[src/rtl/pulse_count_pkg.sv]
// pulse counter package: config carrier, limits, register map, timing
// assumes a 125 MHz system clock
package pulse_count_pkg;
    localparam int clk_hz = 125000000;
    localparam int max_input_hz = 10000;
    // shortest legal input period in cycles
    localparam int min_period_cycles = clk_hz / max_input_hz;
    localparam int speed_window_hz = 1;
    localparam int speed_window_cycles = clk_hz / speed_window_hz;
    localparam logic [13:0] count_top = 14'h270f;
    localparam logic [13:0] measure_top = 14'h3fff;
    localparam logic [9:0] prescale_max = 10'h3e8;
    localparam logic [13:0] prescale_reset = 14'h0001;
    localparam logic [13:0] limit_reset = 14'h270f;
    localparam logic [1:0] point_reset = 2'h0;
    // register offsets
    localparam logic [3:0] reg_config = 4'h0;
    localparam logic [3:0] reg_prescale = 4'h1;
    localparam logic [3:0] reg_limit = 4'h2;
    localparam logic [3:0] reg_value = 4'h3;
    localparam logic [3:0] reg_status = 4'h4;
    localparam logic [3:0] reg_mask = 4'h5;
    // config field positions
    localparam int cfg_mode_lsb = 0;
    localparam int cfg_policy_lsb = 2;
    localparam int cfg_point_lsb = 4;
    localparam int cfg_edge_bit = 6;
    localparam int cfg_kind_lsb = 7;
    // status bits
    localparam int st_count = 0;
    localparam int st_range = 1;
    localparam int st_input = 2;
    typedef enum logic [1:0] {
        speed_measure_function = 2'h0,
        count_up_function = 2'h1,
        count_down_function = 2'h2
    } mode_type;
    typedef enum logic [1:0] {
        limit_off = 2'h0,
        limit_flag_error = 2'h1,
        limit_clamp = 2'h2
    } policy_type;
    typedef enum logic [1:0] {
        kind_logic = 2'h0,
        kind_npn = 2'h1,
        kind_pnp = 2'h2
    } kind_type;
    typedef struct packed {
        kind_type input_kind_select;
        logic edge_falling;
        logic [1:0] point_position;
        policy_type range_limit_policy;
        mode_type mode;
    } config_type;
    typedef struct packed {
        logic [3:0] addr;
        logic [15:0] wdata;
        logic wr;
        logic rd;
    } bus_req_type;
    typedef struct packed {
        logic error;
        logic [1:0] point;
        logic [13:0] value;
    } show_type;
endpackage

[src/rtl/pulse_counter.sv]
// pulse input counter / speed meter top with register port and interrupt
// assumes a plain strobe register bus; nv_value is kept by an external
// non-volatile store and restored through nv_valid after power-up
//
// The address map and strobed register access were decided locally.
`timescale 1ns/1ns
`default_nettype none
module pulse_counter #(
    parameter int speed_window = pulse_count_pkg::speed_window_cycles
) (
    input wire logic clk,
    input wire logic rst,
    input wire logic pulse_in,
    input wire logic count_reset_n,
    input wire pulse_count_pkg::bus_req_type bus,
    output logic [15:0] rdata,
    output logic irq,
    input wire logic [13:0] nv_value,
    input wire logic nv_valid,
    output logic [13:0] nv_store,
    output logic nv_store_en,
    output pulse_count_pkg::show_type shown
);
    import pulse_count_pkg::*;

    initial begin
        if (speed_window < 1) begin
            $error("speed_window must be at least one");
        end
    end

    // ------------------------------------------------
    // input synchronisers
    // ------------------------------------------------
    logic [1:0] pulse_meta;
    logic [1:0] hold_meta;
    // pulse flops run through reset so the edge detector sees the pin level
    always_ff @(posedge clk) begin
        pulse_meta <= {pulse_meta[0], pulse_in};
        if (rst) begin
            hold_meta <= 2'h3;
        end else begin
            hold_meta <= {hold_meta[0], count_reset_n};
        end
    end
    wire pulse_sync = pulse_meta[1];
    wire hold_active = ~hold_meta[1];

    // ------------------------------------------------
    // registers
    // ------------------------------------------------
    config_type cfg;
    logic [9:0] prescale;
    logic [13:0] count_upper_limit;
    logic [2:0] status;
    logic [2:0] mask;
    logic [13:0] count;
    logic [13:0] speed;
    logic [13:0] speed_acc;
    logic [31:0] window;
    logic [31:0] gap;
    logic range_err;
    logic input_err;
    logic edge_seen;
    logic tick;

    function automatic logic [13:0] clip14(input logic [15:0] v, input logic [13:0] top);
        clip14 = (v[13:0] > top || v[15:14] != 2'h0) ? top : v[13:0];
    endfunction

    wire wr_config = bus.wr && bus.addr == reg_config;
    wire wr_prescale = bus.wr && bus.addr == reg_prescale;
    wire wr_limit = bus.wr && bus.addr == reg_limit;
    wire wr_mask = bus.wr && bus.addr == reg_mask;
    wire rd_status = bus.rd && bus.addr == reg_status;
    wire [15:0] prescale_clip = (bus.wdata == 16'h0000) ? 16'h0001
        : {2'h0, clip14(bus.wdata, {4'h0, prescale_max})};

    always_ff @(posedge clk) begin
        if (rst) begin
            cfg <= '0;
            prescale <= prescale_reset[9:0];
            count_upper_limit <= limit_reset;
            mask <= 3'h0;
        end else begin
            if (wr_config) begin
                cfg <= config_type'(bus.wdata[8:0]);
            end
            if (wr_prescale) begin
                prescale <= prescale_clip[9:0];
            end
            if (wr_limit) begin
                count_upper_limit <= clip14(bus.wdata, count_top);
            end
            if (wr_mask) begin
                mask <= bus.wdata[2:0];
            end
        end
    end

    // ------------------------------------------------
    // prescaler
    // ------------------------------------------------
    pulse_prescaler #(
        .div_width(10)
    ) prescaler (
        .clk(clk),
        .rst(rst),
        .pulse_sync(pulse_sync),
        .edge_falling(cfg.edge_falling),
        .factor(prescale),
        .clear(hold_active),
        .edge_seen(edge_seen),
        .tick(tick)
    );

    // ------------------------------------------------
    // counter
    // ------------------------------------------------
    wire counting_down = cfg.mode == count_down_function;
    wire counting = cfg.mode != speed_measure_function;
    wire [13:0] start_value = counting_down ? count_upper_limit : 14'h0000;
    wire at_top = count == measure_top;
    wire at_bottom = count == 14'h0000;
    wire above = count > count_upper_limit;
    logic restored;
    logic mode_seen;
    logic [1:0] last_mode;

    always_ff @(posedge clk) begin
        if (rst) begin
            count <= 14'h0000;
            restored <= 1'b0;
            last_mode <= 2'h0;
        end else begin
            last_mode <= cfg.mode;
            if (!restored) begin
                if (nv_valid) begin
                    count <= nv_value;
                    restored <= 1'b1;
                end
            end else if (hold_active || last_mode != cfg.mode) begin
                count <= start_value;
            end else if (tick && counting) begin
                if (!counting_down) begin
                    if (!at_top && !(cfg.range_limit_policy != limit_off && above)) begin
                        count <= count + 14'h0001;
                    end
                end else if (!at_bottom) begin
                    count <= count - 14'h0001;
                end
            end
        end
    end
    assign mode_seen = restored;
    assign nv_store = count;
    assign nv_store_en = mode_seen && tick && counting;

    // ------------------------------------------------
    // speed measurement
    // ------------------------------------------------
    // speed uses prescaled ticks
    always_ff @(posedge clk) begin
        if (rst) begin
            window <= 32'h0;
            speed_acc <= 14'h0000;
            speed <= 14'h0000;
        end else if (window >= 32'(speed_window - 1)) begin
            window <= 32'h0;
            speed <= speed_acc;
            speed_acc <= tick ? 14'h0001 : 14'h0000;
        end else begin
            window <= window + 32'h1;
            if (tick && speed_acc != measure_top) begin
                speed_acc <= speed_acc + 14'h0001;
            end
        end
    end

    // ------------------------------------------------
    // input frequency check
    // ------------------------------------------------
    // above 10 kHz
    always_ff @(posedge clk) begin
        if (rst) begin
            gap <= 32'hffffffff;
            input_err <= 1'b0;
        end else if (edge_seen) begin
            input_err <= gap < 32'(min_period_cycles - 1);
            gap <= 32'h0;
        end else if (gap != 32'hffffffff) begin
            gap <= gap + 32'h1;
        end
    end

    // ------------------------------------------------
    // shown value
    // ------------------------------------------------
    wire [13:0] raw = counting ? count : speed;
    wire out_of_range = raw > count_upper_limit;
    assign range_err = counting && cfg.range_limit_policy == limit_flag_error && out_of_range;
    wire [13:0] clamped = (counting && cfg.range_limit_policy == limit_clamp && out_of_range)
        ? count_upper_limit : raw;
    always_ff @(posedge clk) begin
        if (rst) begin
            shown <= '0;
        end else begin
            shown.value <= clip14({2'h0, clamped}, measure_top);
            shown.point <= cfg.point_position;
            shown.error <= range_err || input_err;
        end
    end

    // ------------------------------------------------
    // status, interrupt, read port
    // ------------------------------------------------
    wire [2:0] events = {input_err, range_err, tick & counting};
    always_ff @(posedge clk) begin
        if (rst) begin
            status <= 3'h0;
        end else begin
            status <= (rd_status ? 3'h0 : status) | events;
        end
    end
    assign irq = |(status & mask);

    wire [15:0] rd_mux = (bus.addr == reg_config) ? {7'h00, cfg}
        : (bus.addr == reg_prescale) ? {6'h00, prescale}
        : (bus.addr == reg_limit) ? {2'h0, count_upper_limit}
        : (bus.addr == reg_value) ? {2'h0, raw}
        : (bus.addr == reg_status) ? {13'h0000, status}
        : (bus.addr == reg_mask) ? {13'h0000, mask}
        : 16'h0000;
    always_ff @(posedge clk) begin
        if (rst) begin
            rdata <= 16'h0000;
        end else begin
            rdata <= bus.rd ? rd_mux : 16'h0000;
        end
    end
endmodule
`default_nettype wire

[src/rtl/pulse_prescaler.sv]
// edge select and divide-by-n prescaler for a synchronised pulse input
// assumes the input already passed a two-flop synchroniser
`timescale 1ns/1ns
`default_nettype none
module pulse_prescaler #(
    parameter int div_width = 10
) (
    input wire logic clk,
    input wire logic rst,
    input wire logic pulse_sync,
    input wire logic edge_falling,
    input wire logic [div_width-1:0] factor,
    input wire logic clear,
    output logic edge_seen,
    output logic tick
);
    import pulse_count_pkg::*;
    logic prev;
    logic [div_width-1:0] seen;
    wire rise = pulse_sync & ~prev;
    wire fall = ~pulse_sync & prev;
    assign edge_seen = edge_falling ? fall : rise;
    wire last = (seen + 1'b1 >= factor);
    always_ff @(posedge clk) begin
        if (rst) begin
            // track the pin so no false edge follows reset
            prev <= pulse_sync;
            seen <= '0;
            tick <= 1'b0;
        end else begin
            prev <= pulse_sync;
            tick <= edge_seen & last & ~clear;
            if (clear) begin
                seen <= '0;
            end else if (edge_seen) begin
                seen <= last ? '0 : seen + 1'b1;
            end
        end
    end
    initial begin
        if (div_width < 10) begin
            $error("div_width too small for factor 1000");
        end
    end
endmodule
`default_nettype wire

[config.mk]
export PLATFORM = sky130hd
export DESIGN_NAME = pulse_counter
export DESIGN_NICKNAME = d
export VERILOG_FILES = /design/src/rtl/pulse_count_pkg.sv /design/src/rtl/pulse_counter.sv /design/src/rtl/pulse_prescaler.sv
export SDC_FILE = /design/constraint.sdc
export NUM_CORES = 1
export LEC_CHECK = 0
export ABC_AREA = 1
export BUFFER_PORTS_ARGS = -buffer_cell sky130_fd_sc_hd__buf_4
export CELL_PAD_IN_SITES_DETAIL_PLACEMENT = 2
export CELL_PAD_IN_SITES_GLOBAL_PLACEMENT = 2
export CORE_MARGIN = 1
export CORE_UTILIZATION = 34
export CTS_BUF_LIST = sky130_fd_sc_hd__clkbuf_4 sky130_fd_sc_hd__clkbuf_8 sky130_fd_sc_hd__clkbuf_16
export CTS_CLUSTER_DIAMETER = 60
export DETAILED_ROUTE_END_ITERATION = 10
export GPL_ROUTABILITY_DRIVEN = 0
export PLACE_DENSITY = 0.79
export RECOVER_POWER = 25
export SYNTH_ARGS = -nofsm -noshare
export SYNTH_HDL_FRONTEND = slang
export SYNTH_HIERARCHICAL = 1
export SYNTH_SLANG_ARGS = --single-unit
[constraint.sdc]
create_clock -name clk -period 3.2 [get_ports clk]
set_input_delay 0.16 -clock clk [delete_from_list [all_inputs] [get_ports clk]]
set_output_delay 0.16 -clock clk [all_outputs]
set_load 0.01 [all_outputs]
### Word level (Yosys, flattened, before mapping)

Index checks and enable logic that the tools add are counted.

* add/subtract/negate cells: 6
* multipliers: 0
* div/mod/pow operators: 0
* $lt $le $gt $ge: 8
* equality and inequality tests: 15
* shift operators: 0
* multiplexer cells: 30
* bitwise logic cells: 11
* reduce and logical (&&, ||, !) cells: 38

Operator list (count)
* $mux W14: 16
* $add A32 B1 Y32 const B: 2
* $mux W32: 2
* $mux W10: 4
* $ge A32 B27 Y1 const B: 1
* $lt A32 B14 Y1 const B: 1
* $ne A32 B32 Y1 const B: 1
* $add A14 B1 Y14 const B: 2
* $gt A14 B14 Y1: 2
* $gt A14 B14 Y1 const B: 2
* $logic_not A16 Y1: 1
* $logic_and A1 B1 Y1: 15
* $eq A14 B14 Y1 const B: 1
* $gt A14 B10 Y1 const B: 1
* $logic_not A14 Y1: 1
* $ne A14 B14 Y1 const B: 1
* $sub A14 B1 Y14 const B: 1
* $reduce_bool A2 Y1: 6
* $add A10 B1 Y10 const B: 1
* $ge A10 B10 Y1: 1
* $mux W3: 3
* $mux W9: 1
* $eq A4 B2 Y1 const B: 2
* $eq A4 B3 Y1 const B: 2
* other kinds (20): 38

* bits in registers: 198
* latch bits: 0
* memory bits (writable): 0
* ROM bits: 0
* bits of input ports: 41
* output and inout port bits: 49
* word-level logic and storage cells: 137
* memories kept: 0

### Logic depth before layout (Yosys ltp)

Gate-level depths: netlist of the first run.

* depth in word-level cells: 9
* depth in mapped cells: 18
* gate-level depth less buffers: 17

### Modules after synthesis

The synthesis of the first run kept the hierarchy.

Modules (own cells, without submodules)
* pulse_counter: times used 1, cells each 1543, area each 10317.4 µm², sequential area each 3683.5 µm²
* pulse_prescaler: times used 1, cells each 137, area each 954.7 µm², sequential area each 240.2 µm²

### Worst setup path after synthesis of the first run

OpenSTA, ideal clock, no wires.

* kind: reg2reg
* start: register cfg[1] in the netlist's numbering
* end: register shown[10] in the netlist's numbering
* library setup time: 0.113 ns
* arrival time: 2.356 ns
* required time: 3.087 ns
* slack: 0.731 ns
* stages on the path, launching flop included: 14
* period minus slack after synthesis: 2.469 ns
* cells stage by stage: dfxtp_1 -> nor2_1 -> buf_2 -> buf_2 -> o21ai_0 -> ha_1 -> nand2_1 -> nor3_1 -> nand4_1 -> nand3_1 -> buf_2 -> nand2_1 -> nand2_1 -> nor2_1

* cells in the longest elaborated chain, start to end: 7
* elaborated cells on any way between the ends: 8
* classes of those cells: order compare: 2; mux: 3; reduce/logical: 3

Ends and longest elaborated chain
* start: declaration: line pulse_counter.sv:52 `config_type cfg;`
* start signal: assignment: line pulse_counter.sv:87 `cfg <= config_type'(bus.wdata[8:0]);`
* $reduce_bool A2 Y1 *: line pulse_counter.sv:121 `wire counting = cfg.mode != speed_measure_function;`
* $mux W14: line pulse_counter.sv:199 `wire [13:0] raw = counting ? count : speed;`
* $gt A14 B14 Y1: line pulse_counter.sv:200 `wire out_of_range = raw > count_upper_limit;`
* $logic_and A1 B1 Y1: line pulse_counter.sv:202 `wire [13:0] clamped = (counting && cfg.range_limit_policy == limit_clamp && out_of_range)`
* $mux W14 *: line pulse_counter.sv:203 `? count_upper_limit : raw;`
* $gt A14 B14 Y1: line pulse_counter.sv:68 `clip14 = (v[13:0] > top || v[15:14] != 2'h0) ? top : v[13:0];`
* $mux W14 *: line pulse_counter.sv:68
* end: declaration: line pulse_counter.sv:22 `output pulse_count_pkg::show_type shown`

Every way passes the cells marked *; elsewhere a longest branch is shown, timed or not.
A chain may end at the register's enable or synchronous reset.

### Final worst setup path of the first run

* start: register cfg[1] in the netlist's numbering
* end: register shown[0] in the netlist's numbering

The elaborated chain is that of the path after synthesis.

==> flow_metrics.tcl, run 1 <==
set metrics [dict create \
    avgSynthCellArea_um2 6.71 \
    synth-seq-cells 196 \
    synth-xor-area-share 0.0231 \
    syn2layout_area_growth_pct 14.5 \
    timing.hold.ws_ns 0.0207 \
    synthAdderAreaFrac 0.0617 \
    final_common_cell "nand2_1" \
    setup.worst_path.end_class "flop" \
    cts_inserted_buffers 17 \
    reg2reg_depth 14 \
    netlist_area_um2 11300 \
    slowest_delay_ns 0.45 \
    synthTopCellsByArea "dfxtp_1, nand2_1, inv_1" \
    avgViaCountPerCell 5.26 \
    finClkSkew_ns 0.0138 \
    fp-row-count 66 \
    synthSimpleGateAreaFrac 0.351 \
    antenna_found_initial 0 \
    run_status "completed" \
    setup_viol 0 \
    clk_latency_ns 0.46 \
    syn_inst 1680 \
    power_density_nw_per_um2 439 \
    finalCritPeriodShare 0.913 \
    clk_path_buf_depth 2 \
    die_area_um2 33900 \
    p_leak_nw 5.87 \
    die_y_um 184 \
    drive_above_1_share 0.0856 \
    fin_crit_ns 2.92 \
    final_cell_mix "nand2_1, inv_1, dfxtp_1, nor2_1, nand3_1" \
    post_cts_buffers 0 \
    hold_path_startpoint "bus[10]" \
    fin_tns_setup_ns 0 \
    synth_edf_count 0 \
    dr_total_vias 11700 \
    fin_nets 1871 \
    cp_top_family "simple AND/OR/NAND/NOR gates" \
    worstSetupPathType "flop to flop" \
    r2r-end "shown[0]" \
    ys_seq_area_frac 0.348 \
    first_pass_iters 5 \
    wl_per_cell_um 19.0 \
    grt_util_all_layers 0.259 \
    p_total_mw 5.66 \
    post-route-cell-area_um2 12900 \
    path_buf_inv 2 \
    ant_nets 0 \
    ctsResizeCount 0 \
    fillers 4011 \
    grt_first_pass_wirelength_mm 68.0 \
    cp_cell_sequence "nor2_1 > buf_4 > o21ai_0 > ha_1 > a21o_1 > nand3_1 > o211ai_1 > nand2_1 > nand4_1 > nand3_1 > buf_4 > nand2_1 > nand2_1 > nor2_1" \
    hold_depth 3 \
    synth-main-ff-cell "dfxtp_1" \
    crit_arrival_ns 3.27 \
    n_antenna_cell 0 \
    initial_core_util 0.346 \
    rrSetupSlack_ns 0.28 \
    grt_start_max_net_pins 43 \
    hpwl_mm 32.2 \
    r2r-start "cfg[1]" \
    synth_cell_type_count 56 \
    holdCritPathClass "input pin to flop" \
    grt_setup_unrepaired "false" \
    fmax_mhz 342 \
    ios 90 \
    cpMostUsedCell "nand2_1" \
    cts_sinks 196 \
    dr.first_iter.drc_count 423 \
    cts_tree "done" \
    worstSetupStartpoint "cfg[1]" \
    die_w_um 184 \
    grt_pass1_vias 12700 \
    crit_slowest_cell "dfxtp_1" \
    synth_top_area_share 0.348 \
    placed_area_um2 12400 \
    route.detailed.drc 0 \
    holdPathEnd "count_upper_limit[8]" \
    worst_pin_slew_ns 0.847 \
    yosys-mux-area-fraction 0 \
    yosys_warnings 6 \
    cts_root_buf "clkbuf_16" \
    gr-total-overflow 0 \
    async_flop_share 0 \
    maxSlewHeadroom 0.436 \
    finalHoldViolCount 0 \
    numPortBuffers 87 \
    synth_top_family_by_area "simple AND/OR/NAND/NOR gates" \
    peakVddDrop_uv 390 \
    yosys.area.top_type "dfxtp_1" \
    maxCapViolations 0 \
    slew_viol_final 0 \
    crit_path_max_fanout 31 \
    h-tree-depth 4 \
    crit_path_start_kind "flop" \
    synth-compound-area-share 0.114 \
    core_area_um2 32600 \
    required_ns 3.55 \
    wirelength_mm 42.4 \
    clk_pin_slew_worst_paths_ns 0.08 \
]
## cells by family (layout without fill, tap and decap cells)
group                      after synthesis  in the layout
AOI/OAI and AO/OA                      228            228
xor gates and xnor gates                28             28
adders and majority gates               55             55
buffers and inverters                  283            385
DFF                                    196            196
other                                    1              7
and+or+nand+nor                        889            889
## routing by layer
layer  up-vias  part of all wire  track usage  routed length, µm
met5         -                 0            0                  0
met2       177              0.50        0.465              21100
met4         0             0.030       0.0987               1280
met1      5823              0.44        0.310              18900
met3        70             0.027       0.0365               1130
li1       5653                 -            -                  -
## power breakdown
part	internal [mW]	leakage (nW)	switching, mW
clock network	1.08	0.280	1.08
logic	0.289	3.99	0.594
registers	2.52	1.60	0.101
total	3.89	5.87	1.77
## cells in the mapped netlist, types with 3 or more instances
cell type,count
a21oi_1,99
or2_2,20
buf_6,3
a41oi_1,3
o311ai_0,8
nor2_2,3
a31oi_1,9
nand2_2,6
o211ai_1,7
nand4_1,41
or3_1,3
xnor2_1,5
ha_1,54
a31o_2,5
nand2_1,395
inv_1,222
nor2_1,184
nand3b_1,7
dfxtp_1,196
nor3_1,50
buf_1,5
clkbuf_1,17
nand3_1,145
a22oi_1,6
nor4_1,9
and3_1,4
buf_2,20
a21o_1,4
nand2_4,3
xor2_1,21
inv_2,5
o21ai_0,76
nor3b_1,6
nand3_2,4
buf_4,3
clkinv_1,5
## worst max-delay path by stage
stage	end	slack, ns	cells past startpoint
3_3_place_gp	nv_store[10]	0.44	16
6_report	shown[0]	0.28	14
3_5_place_dp	nv_store[10]	0.31	16
4_1_cts	shown[0]	0.27	13
2_1_floorplan	shown[10]	0.73	13
5_1_grt	shown[0]	0.03	14
## metrics by stage
step,worst slack (ns),cells,util
after floorplan,0.731,1686,-
after global placement,0.438,2188,0.381
after detailed placement,0.310,2188,0.381
after CTS,0.271,2230,0.401
after global routing,0.0259,2230,0.396
final,0.279,2230,0.396
## registers in the layout, summed over array words and instances (netlist names), 10 cells and up
register	flops
shown	17
prescaler/seen	10
count_upper_limit	14
speed	14
window	32
prescale	10
speed_acc	14
nv_store	14
gap	32
rdata	14
## layout make-up
class | count | area, µm² | area share
clock buffer | 20 | 460 | 0.0357
clock inverter | 12 | 109 | 0.00843
inverter | 234 | 883 | 0.0684
multi-input combinational | 1207 | 6230 | 0.483
sequential | 196 | 3920 | 0.304
tap | 442 | 553 | 0.0428
timing repair buffer | 119 | 746 | 0.0578
## worst min-delay path: cells and delay by family
kind	cells	cell delay, ns
buffers and inverters	1	0.12
AO/OA/AOI/OAI	1	0.10
AND/OR/NAND/NOR	1	0.07
## what timing repair did
| item | 4_1_cts | 5_1_grt |
|---|---|---|
| hold buffers | 10 | 0 |
| hold endpoints to repair | 11 | 0 |
| endpoints found under the setup margin | 0 | 0 |
(Power assumes the default switching activity.)
==> run 2, diff against run 1 <==
Settings changed: BUFFER_PORTS_ARGS -buffer_cell sky130_fd_sc_hd__buf_4 to unset, CORE_UTILIZATION 34 to 36, DONT_BUFFER_PORTS set to 1, PLACE_DENSITY 0.79 to 0.78, SLEW_MARGIN set to 25.
==> flow_metrics.tcl, run 2 (synthesis gave the netlist of run 1 again) <==
set metrics [dict create \
    wirelength_met1_mm 19.6 \
    cts_root_buf "clkbuf_16" \
    top_regs "gap: 32 flops, window: 32 flops, shown: 17 flops" \
    fp-row-count 64 \
    grt_first_pass_wirelength_mm 68.4 \
    grt_util_all_layers 0.280 \
    die_w_um 179 \
    slew_viol_final 32 \
    die_y_um 179 \
    numPortBuffers 0 \
    clk_path_buf_depth 2 \
    cts_inserted_buffers 17 \
    finish.utilization 0.412 \
    clk_latency_ns 0.47 \
    wl_per_cell_um 20.7 \
    final_cell_mix "nand2_1, inv_1, dfxtp_1, nor2_1, nand3_1" \
    route.detailed.drc 0 \
    crit_slowest_cell "dfxtp_1" \
    fmax_mhz 340 \
    dr_total_vias 11600 \
    grt_start_max_net_pins 75 \
    finalHoldViolCount 0 \
    n_antenna_cell 0 \
    holdCritPathClass "input pin to flop" \
    slowest_delay_ns 0.44 \
    cts_tree "done" \
    fillers 3766 \
    p_total_mw 5.70 \
    cpMostUsedCell "nand2_1" \
    antenna_found_initial 1 \
    wl_met2_mm 21.3 \
    fin_crit_ns 2.94 \
    final_common_cell "nand2_1" \
    avgViaCountPerCell 5.44 \
    drive_above_1_share 0.0682 \
    ant_nets 0 \
    fin_nets 1813 \
    required_ns 3.57 \
    worst_pin_slew_ns 1.80 \
    finClkSkew_ns 0.0123 \
    crit_path_max_fanout 31 \
    wirelength_mm 43.9 \
    fin_tns_setup_ns 0 \
    cts_sinks 196 \
    p_leak_nw 5.71 \
    ios 90 \
    finalCritPeriodShare 0.919 \
    gr-total-overflow 0 \
    maxCapViolations 1 \
    dr.first_iter.drc_count 476 \
    seq_area_um2 3920 \
    crit_arrival_ns 3.31 \
    wl_met3_mm 1.62 \
    grt_setup_unrepaired "false" \
    initial_core_util 0.368 \
    multiInputGateArea_um2 6230 \
    worstSetupPathType "flop to flop" \
    h-tree-depth 4 \
    run_status "finished, violations left" \
    peakVddDrop_uv 398 \
    violations "max-capacitance violations, max-slew violations" \
    cp_cell_sequence "nor2_1 > buf_12 > o21ai_0 > ha_1 > nand2_1 > nor3_1 > nand4_1 > nand3_1 > buf_4 > nand2_1 > a21oi_1" \
    hpwl_mm 31.9 \
    first_pass_iters 5 \
    setup.worst_path.end_class "flop" \
    core_area_um2 30700 \
    die_area_um2 32000 \
    clk_pin_slew_worst_paths_ns 0.08 \
    top_layer "met5" \
    crit_path_start_kind "flop" \
    power_density_nw_per_um2 451 \
    syn2layout_area_growth_pct 12.0 \
    maxSlewHeadroom -0.200 \
    grt_pass1_vias 12400 \
    setup_viol 0 \
]
-- run 2: layout make-up --
class                   instances  share of cell area
multi-input cells            1207               0.494
well taps                     396              0.0392
clock buffers                  17              0.0337
flip-flops and latches        196               0.311
clock inverters                15              0.0115
repair buffers                 61              0.0407
inverters                     234              0.0703
-- run 2: critical path: cells and delay by family, from the launching register on --
kind	cells	cell delay (ns)
simple gates	6	1.16
fa+ha+maj	1	0.20
buf+inv	2	0.47
flops	1	0.44
compound gates	2	0.56
-- run 2: power breakdown --
group	leakage, nW	switching (mW)	internal (mW)
Combinational	3.85	0.611	0.274
Clock	0.270	1.12	1.09
Sequential	1.60	0.0805	2.52
Total	5.71	1.81	3.89
-- run 2: timing repair --
| item | CTS | global route |
|---|---|---|
| gates resized for setup | 0 | 1 |
| hold buffers | 27 | 0 |
| hold endpoints to repair | 59 | 0 |
| buffers inserted | 0 | 3 |
| endpoints found under the setup margin | 0 | 6 |
-- run 2: metrics by stage --
| step | instances | area, µm² | worst slack (ns) | hold WS, ns |
|---|---|---|---|---|
| 6_report | 2126 | 12600 | 0.259 | 0.00889 |
| 5_1_grt | 2126 | 12600 | 0.0370 | 0.0261 |
| 4_1_cts | 2123 | 12600 | 0.203 | 0.000298 |
| 3_5_place_dp | 2064 | 11800 | 0.219 | 0.188 |
| 3_3_place_gp | 2064 | 11800 | 0.370 | 0.188 |
| 2_1_floorplan | 1686 | 11300 | 0.731 | 0.188 |
-- run 2: metal layers --
layer	GRT usage	vias to the layer above
met4	0.117	2
li1	-	5549
met1	0.339	5735
met2	0.486	191
met5	0	-
met3	0.0483	87
-- run 2: path summary, 6_finish.rpt --
path / startpoint / to / slack, ns / depth (start not counted)
hold reg to reg: pulse_meta[0] / pulse_meta[1] / 0.36 / 0
hold / removal: nv_value[11] / nv_store[11] / 0.009 / 4
setup reg to reg: cfg[1] / shown[7] / 0.26 / 11
setup / recovery: cfg[1] / shown[7] / 0.26 / 11
==> run 3, diff against run 2 <==
Settings changed: CORE_UTILIZATION 36 to 32, PLACE_DENSITY 0.78 to 0.73.
Clock period 3.2 ns to 2.4 ns, I/O delays scaled along.
==> flow_metrics.tcl, run 3 (synthesis gave the netlist of run 1 again) <==
set metrics [dict create \
    cts_sinks 196 \
    top_regs "gap: 32 flops, window: 32 flops, shown: 17 flops" \
    core_area_um2 34600 \
    wl_per_cell_um 21.4 \
    ios 90 \
    p_leak_nw 6.22 \
    violations "negative hold slack, negative setup slack" \
    die_area_um2 36000 \
    drive_above_1_share 0.159 \
    slew_viol_final 0 \
    grt_util_all_layers 0.253 \
    final_common_cell "nand2_1" \
    antenna_found_initial 1 \
    clk_latency_ns 0.46 \
    fp-row-count 68 \
    dr.first_iter.drc_count 654 \
    cts_tree "done" \
    finClkSkew_ns 0.0113 \
    ant_nets 0 \
    cts_root_buf "clkbuf_16" \
    peakVddDrop_uv 517 \
    avgViaCountPerCell 5.35 \
    timing.hold.ws_ns -0.00604 \
    crit_path_max_fanout 8 \
    syn2layout_area_growth_pct 24.3 \
    required_ns 2.80 \
    setup.worst_path.end_class "flop" \
    fin_cells 2253 \
    grt_setup_unrepaired "true" \
    die_w_um 190 \
    holdCritPathClass "input pin to flop" \
    first_pass_iters 5 \
    worst_pin_slew_ns 0.801 \
    grt_first_pass_wirelength_mm 70.5 \
    route.detailed.drc 0 \
    power_density_nw_per_um2 554 \
    setup_viol 37 \
    final_cell_mix "nand2_1, inv_1, dfxtp_1, nor2_1, nand3_1" \
    h-tree-depth 4 \
    place_inst 2165 \
    finalCritPeriodShare 1.14 \
    cts_inserted_buffers 17 \
    grt_pass1_vias 12900 \
    crit_path_start_kind "flop" \
    placed_area_um2 12200 \
    worstSetupPathType "flop to flop" \
    finalHoldViolCount 1 \
    setup_slack_ns -0.342 \
    clk_pin_slew_worst_paths_ns 0.08 \
    dr_total_vias 12100 \
    fmax_mhz 365 \
    wirelength_mm 48.3 \
    post-route-cell-area_um2 14000 \
    clk_path_buf_depth 2 \
    maxCapViolations 0 \
    fin_crit_ns 2.74 \
    finish.utilization 0.405 \
    maxSlewHeadroom 0.462 \
    place_worst_setup_slack_ns -0.190 \
    n_antenna_cell 0 \
    gr-total-overflow 0 \
    die_y_um 190 \
    grt_start_max_net_pins 99 \
    hpwl_mm 32.5 \
    run_status "finished, violations left" \
    fin_nets 1882 \
    crit_arrival_ns 3.14 \
    numPortBuffers 0 \
    initial_core_util 0.326 \
]
[run 3: changes by cell type in the layout (fill, tap and decap cells not counted), moves of 9 or more]
| cell | previous run | this run |
|---|---|---|
| a21oi_1 | 99 | 83 |
| a21oi_2 | 1 | 16 |
| buf_4 | 24 | 74 |
| ha_1 | 54 | 36 |
| ha_4 | 0 | 17 |
| nand2_1 | 395 | 366 |
| nand2_2 | 6 | 29 |
| nor2_1 | 184 | 171 |
| nor2_2 | 3 | 12 |
| o21ai_0 | 76 | 65 |
[run 3: timing repair]
| action | 4_1_cts | 5_1_grt |
|---|---|---|
| endpoints found under the hold margin | 64 | 0 |
| resized for setup | 53 | 104 |
| buffers inserted | 11 | 10 |
| pin swaps | 7 | 41 |
| hold buffers | 32 | 0 |
| gates cloned | 2 | 3 |
| setup endpoints to repair | 21 | 41 |
[run 3: worst paths after layout]
check | from | end | slack (ns) | cells past startpoint
worst max-delay path | cfg[0] | shown[5] | -0.34 | 14
worst min-delay path | nv_value[13] | nv_store[13] | -0.006 | 4
worst max register to register | cfg[0] | shown[5] | -0.34 | 14
worst min register to register | pulse_meta[0] | pulse_meta[1] | 0.33 | 0
[run 3: final cells by class]
class	count	area [µm²]
timing repair buffer	129	1220
multi-input combinational	1208	6840
fill	4044	20600
clock inverter	11	101
tap	455	569
inverter	234	885
clock buffer	20	460
sequential	196	3940
[run 3: worst max-delay path, stage by stage, from the launching register on]
cell and delay [ns]:
dfxtp_4 0.36, nor2_4 0.18, buf_12 0.16, buf_8 0.14, o21ai_4 0.09, ha_4 0.28
nand4_1 0.15, o211ai_1 0.28, nand2_1 0.12, nand4_1 0.23, nand3_4 0.18, buf_12 0.21
nand2_1 0.07, nand2_1 0.09, nor2_2 0.14
[run 3: power by group]
part	internal [mW]	total [mW]	switching, mW
clock network	1.50	2.91	1.41
registers	3.36	3.48	0.120
logic	0.479	1.38	0.900
[run 3: per-layer routing]
metal,GRT usage,vias up,part of all wire,wire length [µm]
li1,-,5686,-,-
met1,0.306,6016,0.44,21100
met2,0.450,272,0.50,24300
met3,0.0398,78,0.035,1700
met4,0.0934,0,0.025,1190
met5,0,-,0,0
[run 3: through the flow]
stage               TNS, ns  hold WS [ns]  total power, mW
finish                -4.99      -0.00604             7.77
global route          -9.36        0.0177             8.12
CTS                 -0.0749      0.000161             7.72
detailed placement    -1.37         0.148             4.71
global placement      -1.06         0.148             4.65
floorplan                 0         0.148             4.29
